`src/rtl/srf_pkg.sv`:
```
// Package for the serial register-access and alarm front end.
// Assumes one system clock; serial pins are sampled as ordinary inputs.
package srf_pkg;

  // Frame lengths and field positions (24-bit word, CRC byte below it)
  localparam int FRAME_LEN_CRC   = 32;
  localparam int FRAME_LEN_PLAIN = 24;
  localparam int CRC_LEN         = 8;
  localparam int POS_SLIP        = 23;
  localparam int POS_ADDR_HI     = 22;
  localparam int POS_ADDR_LO     = 21;
  localparam int POS_IDX_MSB     = 20;
  localparam int POS_IDX_LSB     = 16;
  localparam int POS_LINK_QUIET  = 3;

  // Register indices
  localparam logic [4:0] IDX_NOP          = 5'h00;
  localparam logic [4:0] IDX_GEN_CFG_ONE  = 5'h09;
  localparam logic [4:0] IDX_GEN_CFG_TWO  = 5'h0a;
  localparam logic [4:0] IDX_DIAG_CFG     = 5'h10;
  localparam logic [4:0] IDX_ALARM_MASK   = 5'h12;
  localparam logic [4:0] IDX_RB_SELECT    = 5'h13;
  localparam logic [4:0] IDX_DIG_RESULTS  = 5'h14;
  localparam logic [4:0] IDX_ANA_RESULTS  = 5'h15;
  localparam logic [4:0] IDX_STATUS       = 5'h16;
  localparam logic [4:0] IDX_LAST         = 5'h1c;

  // Reset values
  localparam logic [15:0] RST_GEN_CFG_ONE = 16'h0204;
  localparam logic [15:0] RST_ALARM_MASK  = 16'h0000;
  localparam logic [15:0] RST_RB_SELECT   = 16'h0000;
  localparam logic        RST_CRC_EN      = 1'b1;

  // Readback select register fields
  localparam int RB_SEL_LSB  = 0;
  localparam int RB_MODE_LSB = 8;
  localparam logic [1:0] SYNC_MARK = 2'h2;

  // Alarm mask bit positions (maskable sources)
  localparam int MSK_OSC_STOP = 0;
  localparam int MSK_LATCH    = 1;
  localparam int MSK_INVERSE  = 2;
  localparam int MSK_ACCESS   = 3;
  localparam int MSK_SLIP     = 4;
  localparam int MSK_LINK_CRC = 5;
  localparam int MSK_OPEN     = 6;
  localparam int MSK_SHORT    = 7;
  localparam int MSK_TEMP     = 8;

  typedef enum logic [1:0] {
    SRF_RB_TWO_STAGE = 2'h0,
    SRF_RB_AUTO      = 2'h1,
    SRF_RB_SHARED    = 2'h2,
    SRF_RB_ECHO      = 2'h3
  } srf_rb_mode_t;

  // Diagnostic inputs from the detectors outside this block
  typedef struct packed {
    logic osc_stop;
    logic latch_mon;
    logic inverse_chk;
    logic cal_crc;
    logic cal_unrefreshed;
    logic reset_seen;
    logic slew_busy;
    logic open_circuit;
    logic short_circuit;
    logic die_temp;
    logic refout_cmp;
    logic refin_cmp;
    logic avcc_cmp;
    logic ldo_cmp;
  } srf_diag_t;

  // Serial link pins
  typedef struct packed {
    logic sclk;
    logic frame_n;
    logic sdi;
  } srf_link_t;

  // Register write handed to the register bank outside
  typedef struct packed {
    logic        valid;
    logic [4:0]  index;
    logic [15:0] data;
  } srf_wr_t;

endpackage : srf_pkg

```
`src/rtl/srf_core.sv`:
```
// Serial frame receiver, readback shifter and alarm line aggregation.
// Assumes the serial pins are asynchronous to sys_clk, and the serial
// clock is at most a quarter of sys_clk so that every edge is seen.
//
// Added by the designer: the register offsets and the address-and-strobe port.
`timescale 1ns/1ps

// What this block does
// - Alarm line released when no fault, pulled low when any enabled fault is active.
// - Readback frames carry alarm state bit equal to inverted alarm pin level.
// - Cal CRC and four comparator errors always drive the alarm; clock count error does unless quiet.
// - Nine listed errors drive the alarm unless their mask bit is set.
// - Cal-unrefreshed and reset-detected flags never drive the alarm.
// - Quiet bit 3 of general config one keeps clock count error off alarm.
// - Access to a reserved register index raises the invalid-access flag.
// - With CRC on, frames are exactly 32 bits, last 8 being CRC.
// - With CRC off, accept 24-bit and 32-bit frames, ignoring last 8.
// - Frame: slip D23, address D22:D21, index D20:D16, payload D15:D0.
// - Slip bit must be inverse of D22, else slip error is flagged.
// - Act on a frame only when its address matches the strap pins.
// - Two-stage readback: select index, then no-op frame shifts data out.
// - New selection accepted during the returning frame; data follows next frame.
// - Readback top two bits are 0b10 at D31:D30 or D23:D22.
// - Autostatus style shifts status contents out during every frame.
// - Shared-select style outputs status only after a frame to it passes length, CRC and slip checks.
// - Echo style alternates status with echo of previous command word.
// - Status exposes digital and analog diagnostic summary bits.
// - Summaries are unlatched ORs, the digital one taking in the sticky link flags; slew-busy excluded from digital summary.
// - No-operation register payload always reads back as zeros.
module srf_core
  import srf_pkg::*;
#(
  parameter int FRAME_MAX = FRAME_LEN_CRC
)(
  // Clock and reset
  input  wire logic        sys_clk,
  input  wire logic        rst,
  // Serial link pins
  input  wire srf_link_t   link_in,
  output logic             sdo,
  // Address straps
  input  wire logic        addr_strap_hi,
  input  wire logic        addr_strap_lo,
  // Link CRC checker result and enable (CRC arithmetic lives outside)
  input  wire logic        link_crc_en,
  input  wire logic        link_crc_ok,
  // Diagnostic sources
  input  wire srf_diag_t   diag_in,
  // Register bank: write out, read data in
  output srf_wr_t          reg_wr,
  output logic [4:0]       rd_index,
  input  wire logic [15:0] rd_data,
  // Link error flags (one-cycle pulses)
  output logic             link_count_err,
  output logic             link_slip_err,
  output logic             link_crc_err,
  output logic             invalid_access,
  // Shared alarm line, open drain: enable low means pull low
  input  wire logic        alarm_in,
  output logic             alarm_out,
  output logic             alarm_oe_n
);

  typedef struct packed {
    logic [2:0]        sclk_s;
    logic [2:0]        frm_s;
    logic [2:0]        sdi_s;
    logic [2:0]        alm_s;
    logic              sclk_q;
    logic              frm_q;
    logic [FRAME_MAX-1:0] shift_in;
    logic [5:0]        bit_cnt;
    logic [31:0]       shift_out;
    logic [15:0]       gen_cfg_one;
    logic [15:0]       alarm_mask;
    logic [15:0]       rb_select;
    logic [23:0]       last_cmd;
    logic              echo_phase;
    logic              shared_flag;
    logic              drive_sdo;
    logic              alarm_oe_n;
    logic              alarm_out;
    logic              sdo;
    srf_wr_t           reg_wr;
    logic [4:0]        rd_index;
    logic              cnt_err;
    logic              slip_err;
    logic              crc_err;
    logic              acc_err;
    logic              cnt_sticky;
    logic              slip_sticky;
    logic              crc_sticky;
    logic              acc_sticky;
  } srf_state_t;

  srf_state_t st_reg;
  srf_state_t st_next;

  // Reserved indices: gaps in the map and anything past the last one
  function automatic logic is_reserved(input logic [4:0] idx);
    is_reserved = (idx >= 5'h0b && idx <= 5'h0f) || idx == 5'h11 ||
                  (idx >= 5'h19 && idx <= 5'h1b) || idx > IDX_LAST;
  endfunction : is_reserved

  logic        sclk_rise;
  logic        sclk_fall;
  logic        frm_fall;
  logic        frm_rise;
  logic        frm_low;
  logic        alarm_low;
  logic        dig_summary;
  logic        ana_summary;
  logic        fault_any;
  logic [23:0] word;
  logic        len_ok;
  logic        addr_ok;
  logic        slip_ok;
  logic [15:0] status_word;
  logic [23:0] rb_frame;
  logic [1:0]  mode;

  // Edge detection on the agreeing second and third stages only
  always_comb
  begin
    frm_low   = st_reg.frm_s[2] & st_reg.frm_s[1] ? 1'b0 :
                (~st_reg.frm_s[2] & ~st_reg.frm_s[1]) ? 1'b1 : ~st_reg.frm_q;
    sclk_rise = (st_reg.sclk_s[2] & st_reg.sclk_s[1]) & ~st_reg.sclk_q;
    sclk_fall = (~st_reg.sclk_s[2] & ~st_reg.sclk_s[1]) & st_reg.sclk_q;
    frm_fall  = frm_low & st_reg.frm_q;
    frm_rise  = ~frm_low & ~st_reg.frm_q;
    alarm_low = ~st_reg.alm_s[2] & ~st_reg.alm_s[1];
  end

  // Summaries are plain ORs, not latched themselves; the digital one includes the sticky link flags
  always_comb
  begin
    dig_summary = diag_in.osc_stop | diag_in.latch_mon | diag_in.inverse_chk |
                  diag_in.cal_crc | diag_in.cal_unrefreshed | diag_in.reset_seen |
                  st_reg.cnt_sticky | st_reg.slip_sticky | st_reg.crc_sticky | st_reg.acc_sticky;
    ana_summary = diag_in.open_circuit | diag_in.short_circuit | diag_in.die_temp |
                  diag_in.refout_cmp | diag_in.refin_cmp | diag_in.avcc_cmp | diag_in.ldo_cmp;
  end

  // Alarm sources; unrefreshed and reset-seen are left out on purpose
  always_comb
  begin
    fault_any = diag_in.cal_crc | diag_in.refout_cmp | diag_in.refin_cmp |
                diag_in.avcc_cmp | diag_in.ldo_cmp;
    fault_any = fault_any | (st_reg.cnt_sticky & ~st_reg.gen_cfg_one[POS_LINK_QUIET]);
    fault_any = fault_any |
      (diag_in.osc_stop      & ~st_reg.alarm_mask[MSK_OSC_STOP]) |
      (diag_in.latch_mon     & ~st_reg.alarm_mask[MSK_LATCH])    |
      (diag_in.inverse_chk   & ~st_reg.alarm_mask[MSK_INVERSE])  |
      (st_reg.acc_sticky     & ~st_reg.alarm_mask[MSK_ACCESS])   |
      (st_reg.slip_sticky    & ~st_reg.alarm_mask[MSK_SLIP])     |
      (st_reg.crc_sticky     & ~st_reg.alarm_mask[MSK_LINK_CRC]) |
      (diag_in.open_circuit  & ~st_reg.alarm_mask[MSK_OPEN])     |
      (diag_in.short_circuit & ~st_reg.alarm_mask[MSK_SHORT])    |
      (diag_in.die_temp      & ~st_reg.alarm_mask[MSK_TEMP]);
  end

  // Decode of the captured frame, MSB first
  always_comb
  begin
    word    = (st_reg.bit_cnt == 6'(FRAME_LEN_CRC)) ? st_reg.shift_in[31:8] : st_reg.shift_in[23:0];
    len_ok  = link_crc_en ? (st_reg.bit_cnt == 6'(FRAME_LEN_CRC))
                          : (st_reg.bit_cnt == 6'(FRAME_LEN_PLAIN) ||
                             st_reg.bit_cnt == 6'(FRAME_LEN_CRC));
    slip_ok = word[POS_SLIP] == ~word[POS_ADDR_HI];
    addr_ok = word[POS_ADDR_HI] == addr_strap_hi && word[POS_ADDR_LO] == addr_strap_lo;
    mode    = st_reg.rb_select[RB_MODE_LSB +: 2];
    status_word = {2'h0, alarm_low, dig_summary, ana_summary, 11'h000};
    rb_frame = {SYNC_MARK, alarm_low, st_reg.rb_select[RB_SEL_LSB +: 5],
                (st_reg.rb_select[RB_SEL_LSB +: 5] == IDX_NOP) ? 16'h0000 : rd_data};
  end

  always_comb
  begin
    st_next = st_reg;
    // Three-stage samplers for every link and alarm pin
    st_next.sclk_s = {st_reg.sclk_s[1:0], link_in.sclk};
    st_next.frm_s  = {st_reg.frm_s[1:0], link_in.frame_n};
    st_next.sdi_s  = {st_reg.sdi_s[1:0], link_in.sdi};
    st_next.alm_s  = {st_reg.alm_s[1:0], alarm_in};
    if (st_reg.sclk_s[2] == st_reg.sclk_s[1])
      st_next.sclk_q = st_reg.sclk_s[2];
    st_next.frm_q   = ~frm_low;
    st_next.reg_wr  = '0;
    st_next.cnt_err = 1'b0;
    st_next.slip_err = 1'b0;
    st_next.crc_err = 1'b0;
    st_next.acc_err = 1'b0;
    st_next.rd_index = st_reg.rb_select[RB_SEL_LSB +: 5];

    // Start of frame: load the outgoing word for the chosen style
    if (frm_fall)
    begin
      st_next.bit_cnt     = '0;
      st_next.shared_flag = 1'b0;
      st_next.drive_sdo   = 1'b1;
      case (mode)
        SRF_RB_TWO_STAGE: st_next.shift_out = {rb_frame, 8'h00};
        SRF_RB_AUTO:      st_next.shift_out = {SYNC_MARK, status_word[13:0], 8'h00, 8'h00};
        SRF_RB_SHARED:
        begin
          st_next.shift_out = {SYNC_MARK, status_word[13:0], 8'h00, 8'h00};
          st_next.drive_sdo = st_reg.shared_flag;
        end
        SRF_RB_ECHO:
        begin
          // Alternate frames return the previous command word
          st_next.shift_out  = st_reg.echo_phase ? {st_reg.last_cmd, 8'h00}
                                                 : {SYNC_MARK, status_word[13:0], 8'h00, 8'h00};
          st_next.echo_phase = ~st_reg.echo_phase;
        end
        default:          st_next.shift_out = '0;
      endcase
      // Short frames put the mark at D23 rather than D31
      if (!link_crc_en)
        st_next.shift_out = {st_next.shift_out[31:8], 8'h00};
    end

    // Capture on rising serial clock, shift out on falling
    if (frm_low && sclk_rise)
    begin
      st_next.shift_in = {st_reg.shift_in[FRAME_MAX-2:0], st_reg.sdi_s[2]};
      if (st_reg.bit_cnt != 6'h3f)
        st_next.bit_cnt = st_reg.bit_cnt + 6'h01;
    end
    if (frm_low && sclk_fall)
      st_next.shift_out = {st_reg.shift_out[30:0], 1'b0};
    st_next.sdo = st_reg.drive_sdo & st_reg.shift_out[31];

    // End of frame: length, CRC, slip and address checks
    if (frm_rise)
    begin
      st_next.drive_sdo = 1'b0;
      if (!len_ok)
        st_next.cnt_err = 1'b1;
      else if (link_crc_en && !link_crc_ok)
        st_next.crc_err = 1'b1;
      else if (!slip_ok)
        st_next.slip_err = 1'b1;
      else if (addr_ok)
      begin
        st_next.last_cmd = word;
        st_next.shared_flag = 1'b1;
        // A readback selection of a reserved index counts as a reserved read
        if (is_reserved(word[POS_IDX_MSB:POS_IDX_LSB]) ||
            (word[POS_IDX_MSB:POS_IDX_LSB] == IDX_RB_SELECT && is_reserved(word[RB_SEL_LSB +: 5])))
          st_next.acc_err = 1'b1;
        else
        begin
          st_next.reg_wr = '{valid: 1'b1, index: word[POS_IDX_MSB:POS_IDX_LSB], data: word[15:0]};
          case (word[POS_IDX_MSB:POS_IDX_LSB])
            IDX_GEN_CFG_ONE: st_next.gen_cfg_one = word[15:0];
            IDX_ALARM_MASK:  st_next.alarm_mask  = word[15:0];
            IDX_RB_SELECT:   st_next.rb_select   = word[15:0];
            default:         st_next.gen_cfg_one = st_reg.gen_cfg_one;
          endcase
        end
      end
    end

    // Sticky link flags; a fresh error wins over the write-1 clear
    if (st_reg.reg_wr.valid && st_reg.reg_wr.index == IDX_DIG_RESULTS)
    begin
      st_next.cnt_sticky  = st_reg.cnt_sticky  & ~st_reg.reg_wr.data[3];
      st_next.slip_sticky = st_reg.slip_sticky & ~st_reg.reg_wr.data[2];
      st_next.crc_sticky  = st_reg.crc_sticky  & ~st_reg.reg_wr.data[1];
      st_next.acc_sticky  = st_reg.acc_sticky  & ~st_reg.reg_wr.data[4];
    end
    st_next.cnt_sticky  = st_next.cnt_sticky  | st_next.cnt_err;
    st_next.slip_sticky = st_next.slip_sticky | st_next.slip_err;
    st_next.crc_sticky  = st_next.crc_sticky  | st_next.crc_err;
    st_next.acc_sticky  = st_next.acc_sticky  | st_next.acc_err;

    // Pull the shared line low only while a fault stands
    st_next.alarm_oe_n = ~fault_any;
    st_next.alarm_out  = 1'b0;
  end

  always_ff @(posedge sys_clk)
  begin
    if (rst)
    begin
      st_reg             <= '0;
      st_reg.sclk_s      <= 3'h0;
      st_reg.frm_s       <= 3'h7;
      st_reg.frm_q       <= 1'b1;
      st_reg.alm_s       <= 3'h7;
      st_reg.gen_cfg_one <= RST_GEN_CFG_ONE;
      st_reg.alarm_mask  <= RST_ALARM_MASK;
      st_reg.rb_select   <= RST_RB_SELECT;
      st_reg.alarm_oe_n  <= 1'b1;
    end
    else
      st_reg <= st_next;
  end

  // Outputs come straight from the state register
  assign sdo            = st_reg.sdo;
  assign reg_wr         = st_reg.reg_wr;
  assign rd_index       = st_reg.rd_index;
  assign link_count_err = st_reg.cnt_err;
  assign link_slip_err  = st_reg.slip_err;
  assign link_crc_err   = st_reg.crc_err;
  assign invalid_access = st_reg.acc_err;
  assign alarm_out      = st_reg.alarm_out;
  assign alarm_oe_n     = st_reg.alarm_oe_n;

endmodule : srf_core

```
`config.mk`:
```
export PLATFORM = sky130hd
export DESIGN_NAME = srf_core
export DESIGN_NICKNAME = d
export VERILOG_FILES = /design/src/rtl/srf_pkg.sv /design/src/rtl/srf_core.sv
export SDC_FILE = /design/constraint.sdc
export NUM_CORES = 1
export LEC_CHECK = 0
export BUFFER_PORTS_ARGS = -buffer_cell sky130_fd_sc_hd__buf_4
export CORE_ASPECT_RATIO = 0.5
export CORE_MARGIN = 2
export CORE_UTILIZATION = 53
export CTS_CLUSTER_SIZE = 25
export DETAILED_ROUTE_END_ITERATION = 12
export PLACE_DENSITY_LB_ADDON = 0.12
export SYNTH_ARGS = -nofsm -noshare
export SYNTH_HDL_FRONTEND = slang
export SYNTH_SLANG_ARGS = --single-unit
```
`constraint.sdc`:
```
create_clock -name sys_clk -period 2.57 [get_ports sys_clk]
set_input_delay 0.3855 -clock sys_clk [delete_from_list [all_inputs] [get_ports sys_clk]]
set_output_delay 0.3855 -clock sys_clk [all_outputs]
set_load 0.05 [all_outputs]
```
==> metrics.md <==
| Metric | Value |
|---|---|
| Outcome | `finished, final reports clean` |
| Worst path slowest cell | `mux4_2` |
| Post-synthesis cell type count | `between 50 and 60` |
| Routed wire length per instance | `~17 um` |
| Power Density | `around 650 mW/mm^2` |
| RSZ-0062 raised after global routing | `no` |
| Root Driver | `clkbuf_16` |
| DRC viols | `0` |
| Setup violators final | `0` |
| Placed Cells | `between 900 and 1,000` |
| CTS clk-pin slew, worst paths | `60 ps` |
| Die Width | `163.1 um` |
| Input/output buffers | `just over 70` |
| Via count | `~5,700` |
| Vias/cell | `~5.7` |
| Die area | `about 0.014 sq mm` |
| Fill cells | `1,003` |
| Max incr delay on CP | `580 ps` |
| CP delay by family, top | `multiplexers` |
| GRT Max-Usage Layer | `met1` |
| Top cell type's share of synthesized area | `a little under half` |
| Drt first pass iters | `5` |
| Total gr overflow | `0` |
| Relative slew slack | `around 62%` |
| ANT nets after route | `0` |
| Global-route wire length before repair | `around 27 mm` |
| Synthesis-to-layout area growth | `19.20%` |
| Antenna Cells | `0` |
| Largest net degree at the start of global routing | `a little under 50` |
| CP Launch Type | `flip-flop` |
| Final Cycle Share | `94.08%` |
| Setup TNS | `0 ps` |
| Max-slew violation count | `0` |
| Layout cell share with drive strength beyond 1 | `20.60%` |
| Initial DRC Count | `about 610` |
| Worst vdd ir | `just under 0.0004 V` |
| Leading area contributor after synthesis | `dfxtp_1` |
| Critical path arrival | `2720 ps` |
| Clock tree sinks | `roughly 160` |
| Cell Rows | `28` |
| Synth async-reset ratio | `0%` |
| Most used DFF post-synth | `dfxtp_1` |
| Post-route insts no fill | `~1,000` |
| Count of warnings emitted by yosys | `0` |
| Register area | `0.003144 sq mm` |
| Crit path max fanout | `7` |
| CTS Buf Count | `17` |
| Total track usage | `25.20%` |
| Starting Density | `approximately 55%` |
| H-tree Lvls | `4` |
| Die Y-Extent | `roughly 84 um` |
| Worst R2R Setup Slack | `150 ps` |
| Largest cells by area after synthesis | `dfxtp_1 47%, nor2_1 6.8%, a21oi_1 5.6%, nand2_1 4.6%, a211oi_1 3.8%` |
| MaxCap Viol Count | `0` |
| Achievable Freq | `just over 0.4 GHz` |
| HP Class | `in2reg` |
| Crit-path cells | `or3b_4, nor2_4, mux4_2, a211oi_4, nand3_2, mux2_2` |
| Layout net count | `874` |
| Least-Margin Pin Slew | `roughly 550 ps` |
| GP Congestion | `around 0.87` |
| CTS tree | `built` |
| HPWL after DPL | `11.85 mm` |
| Post-Syn Nets | `approximately 830` |
| WP buf/inv | `0` |
| Synth Instances | `around 780` |
| EDFF count, synth | `0` |
| Clk_lat worst skew | `410 ps` |
| Hold Vio Cnt, Final | `0` |
| Core area | `around 0.012 sq mm` |
| Met1 Track Usage GR | `38.57%` |
| Largest buffer count on any clock path | `2` |
| Multi-input logic area | `between 0.003 and 0.004 sq mm` |
| Clock Skew | `between 9 and 10 ps` |
| Vias in the first global route | `roughly 5,200` |
| Critical path capture point type | `flip-flop` |
| Required time worst endpoint | `2870 ps` |
| Max reg flops | `109` |
| Flops & latches, synth | `about 160` |
| Setup CP Type | `reg2reg` |
| Syn avg cell area | `roughly 8.6 sq um` |
| Minimum clock period | `about 2400 ps` |
| Initial antenna violation count | `0` |
| P_leak | `2.897 nW` |
| Post-Synthesis Cell Area | `between 0.006 and 0.007 sq mm` |
| # IOs | `74` |
| Met3 usage | `under 10%` |
| Met2 Usage GRT | `around 37%` |
| Seq/Total Area, Yosys | `a little under half` |
| Total wire length | `17.02 mm` |
cells in the mapped netlist, types with 3 or more instances:
cell,number
dfxtp_1,157
nor2_1,121
nand2_1,82
a21oi_1,75
clkbuf_1,40
a211oi_1,34
buf_4,28
nor3_1,28
a221oi_1,24
inv_1,23
mux2i_1,22
nor2b_1,15
nand2b_1,12
mux2_2,9
or2_2,9
o21ai_0,8
buf_2,7
ha_1,7
nand3_1,6
nor4_1,5
or4_1,5
a31o_2,4
and3_1,4
nor3b_1,4
a2111oi_0,3
o22ai_1,3
or3_1,3
worst register-to-register path, delay by kind of cell, from the launching register on:
kind	cells	cell delay [ps]
flops	1	320
compound gates	1	280
mux	2	920
simple gates	3	800
per-stage QoR:
stage	worst slack, ps	power (mW)	hold slack [ps]	utilization (%)	cell area (sq um)
floorplan	12.87	2.566	389.5	-	6709
global placement	26.54	2.631	391.4	60.72	7340
detailed placement	15.28	2.633	393.6	60.72	7340
CTS	19.57	5.192	149.2	65.80	7953
global route	3.187	5.301	154.6	66.12	7991
finish	152.1	5.176	159.4	66.12	7991
cells by family after synthesis:
kind of cell    share of synthesized area, %
simple gates                           21.22
compound gates                         17.53
flops                                  46.88
buf+inv                                7.465
mux                                    5.133
fa+ha+maj                              1.456
xor+xnor                              0.2613
other cells                          0.05594
cell usage in the layout, fill, tap and decap left out, drive strengths merged, types with 7 or more instances in the layout:
master and instances:
inv 23, mux2i 22, mux2 9, nor2 122, nand2b 12, buf 105, or2 9, a221oi 24
dfxtp 157, clkbuf 23, a211oi 35, o21ai 8, nand2 82, nor3 28, nor2b 15, ha 7
a21oi 75
final timing paths:
| check | from | endpoint | cells past startpoint |
|---|---|---|---|
| worst min-delay path | link_in[1] | st_next[192] | 2 |
| worst min register to register | st_next[192] | st_next[193] | 1 |
| worst max register to register | st_reg[148] | rb_frame[18] | 6 |
| worst max-delay path | st_reg[148] | rb_frame[18] | 6 |
area by class of cell:
cell class,count,area share (%)
Clock buffer,23,5.981
Clock inverter,9,1.691
Inverter,23,1.080
Multi-Input combinational cell,523,38.69
Sequential cell,157,39.35
Tap cell,165,2.583
Timing Repair Buffer,105,10.63
power breakdown:
group	internal [mW]	switching, mW	total, mW	leakage (nW)
Sequential	2.44	0.00541	2.45	1.27
Clock	1.61	0.986	2.60	0.290
Combinational	0.0623	0.0685	0.131	1.34
repair_timing:
action	4_1_cts	5_1_grt
buffers inserted	0	1
hold buffers	0	0
resized for setup	0	10
setup endpoints to repair	0	64
routing by layer:
metal  part of all wire [%]  wire length (um)
met3                    6.5              1106
met2                     43              7362
met5                      0                 0
met1                     49              8404
met4                   0.83               142
No activity file was read; power rests on OpenSTA's default activity.
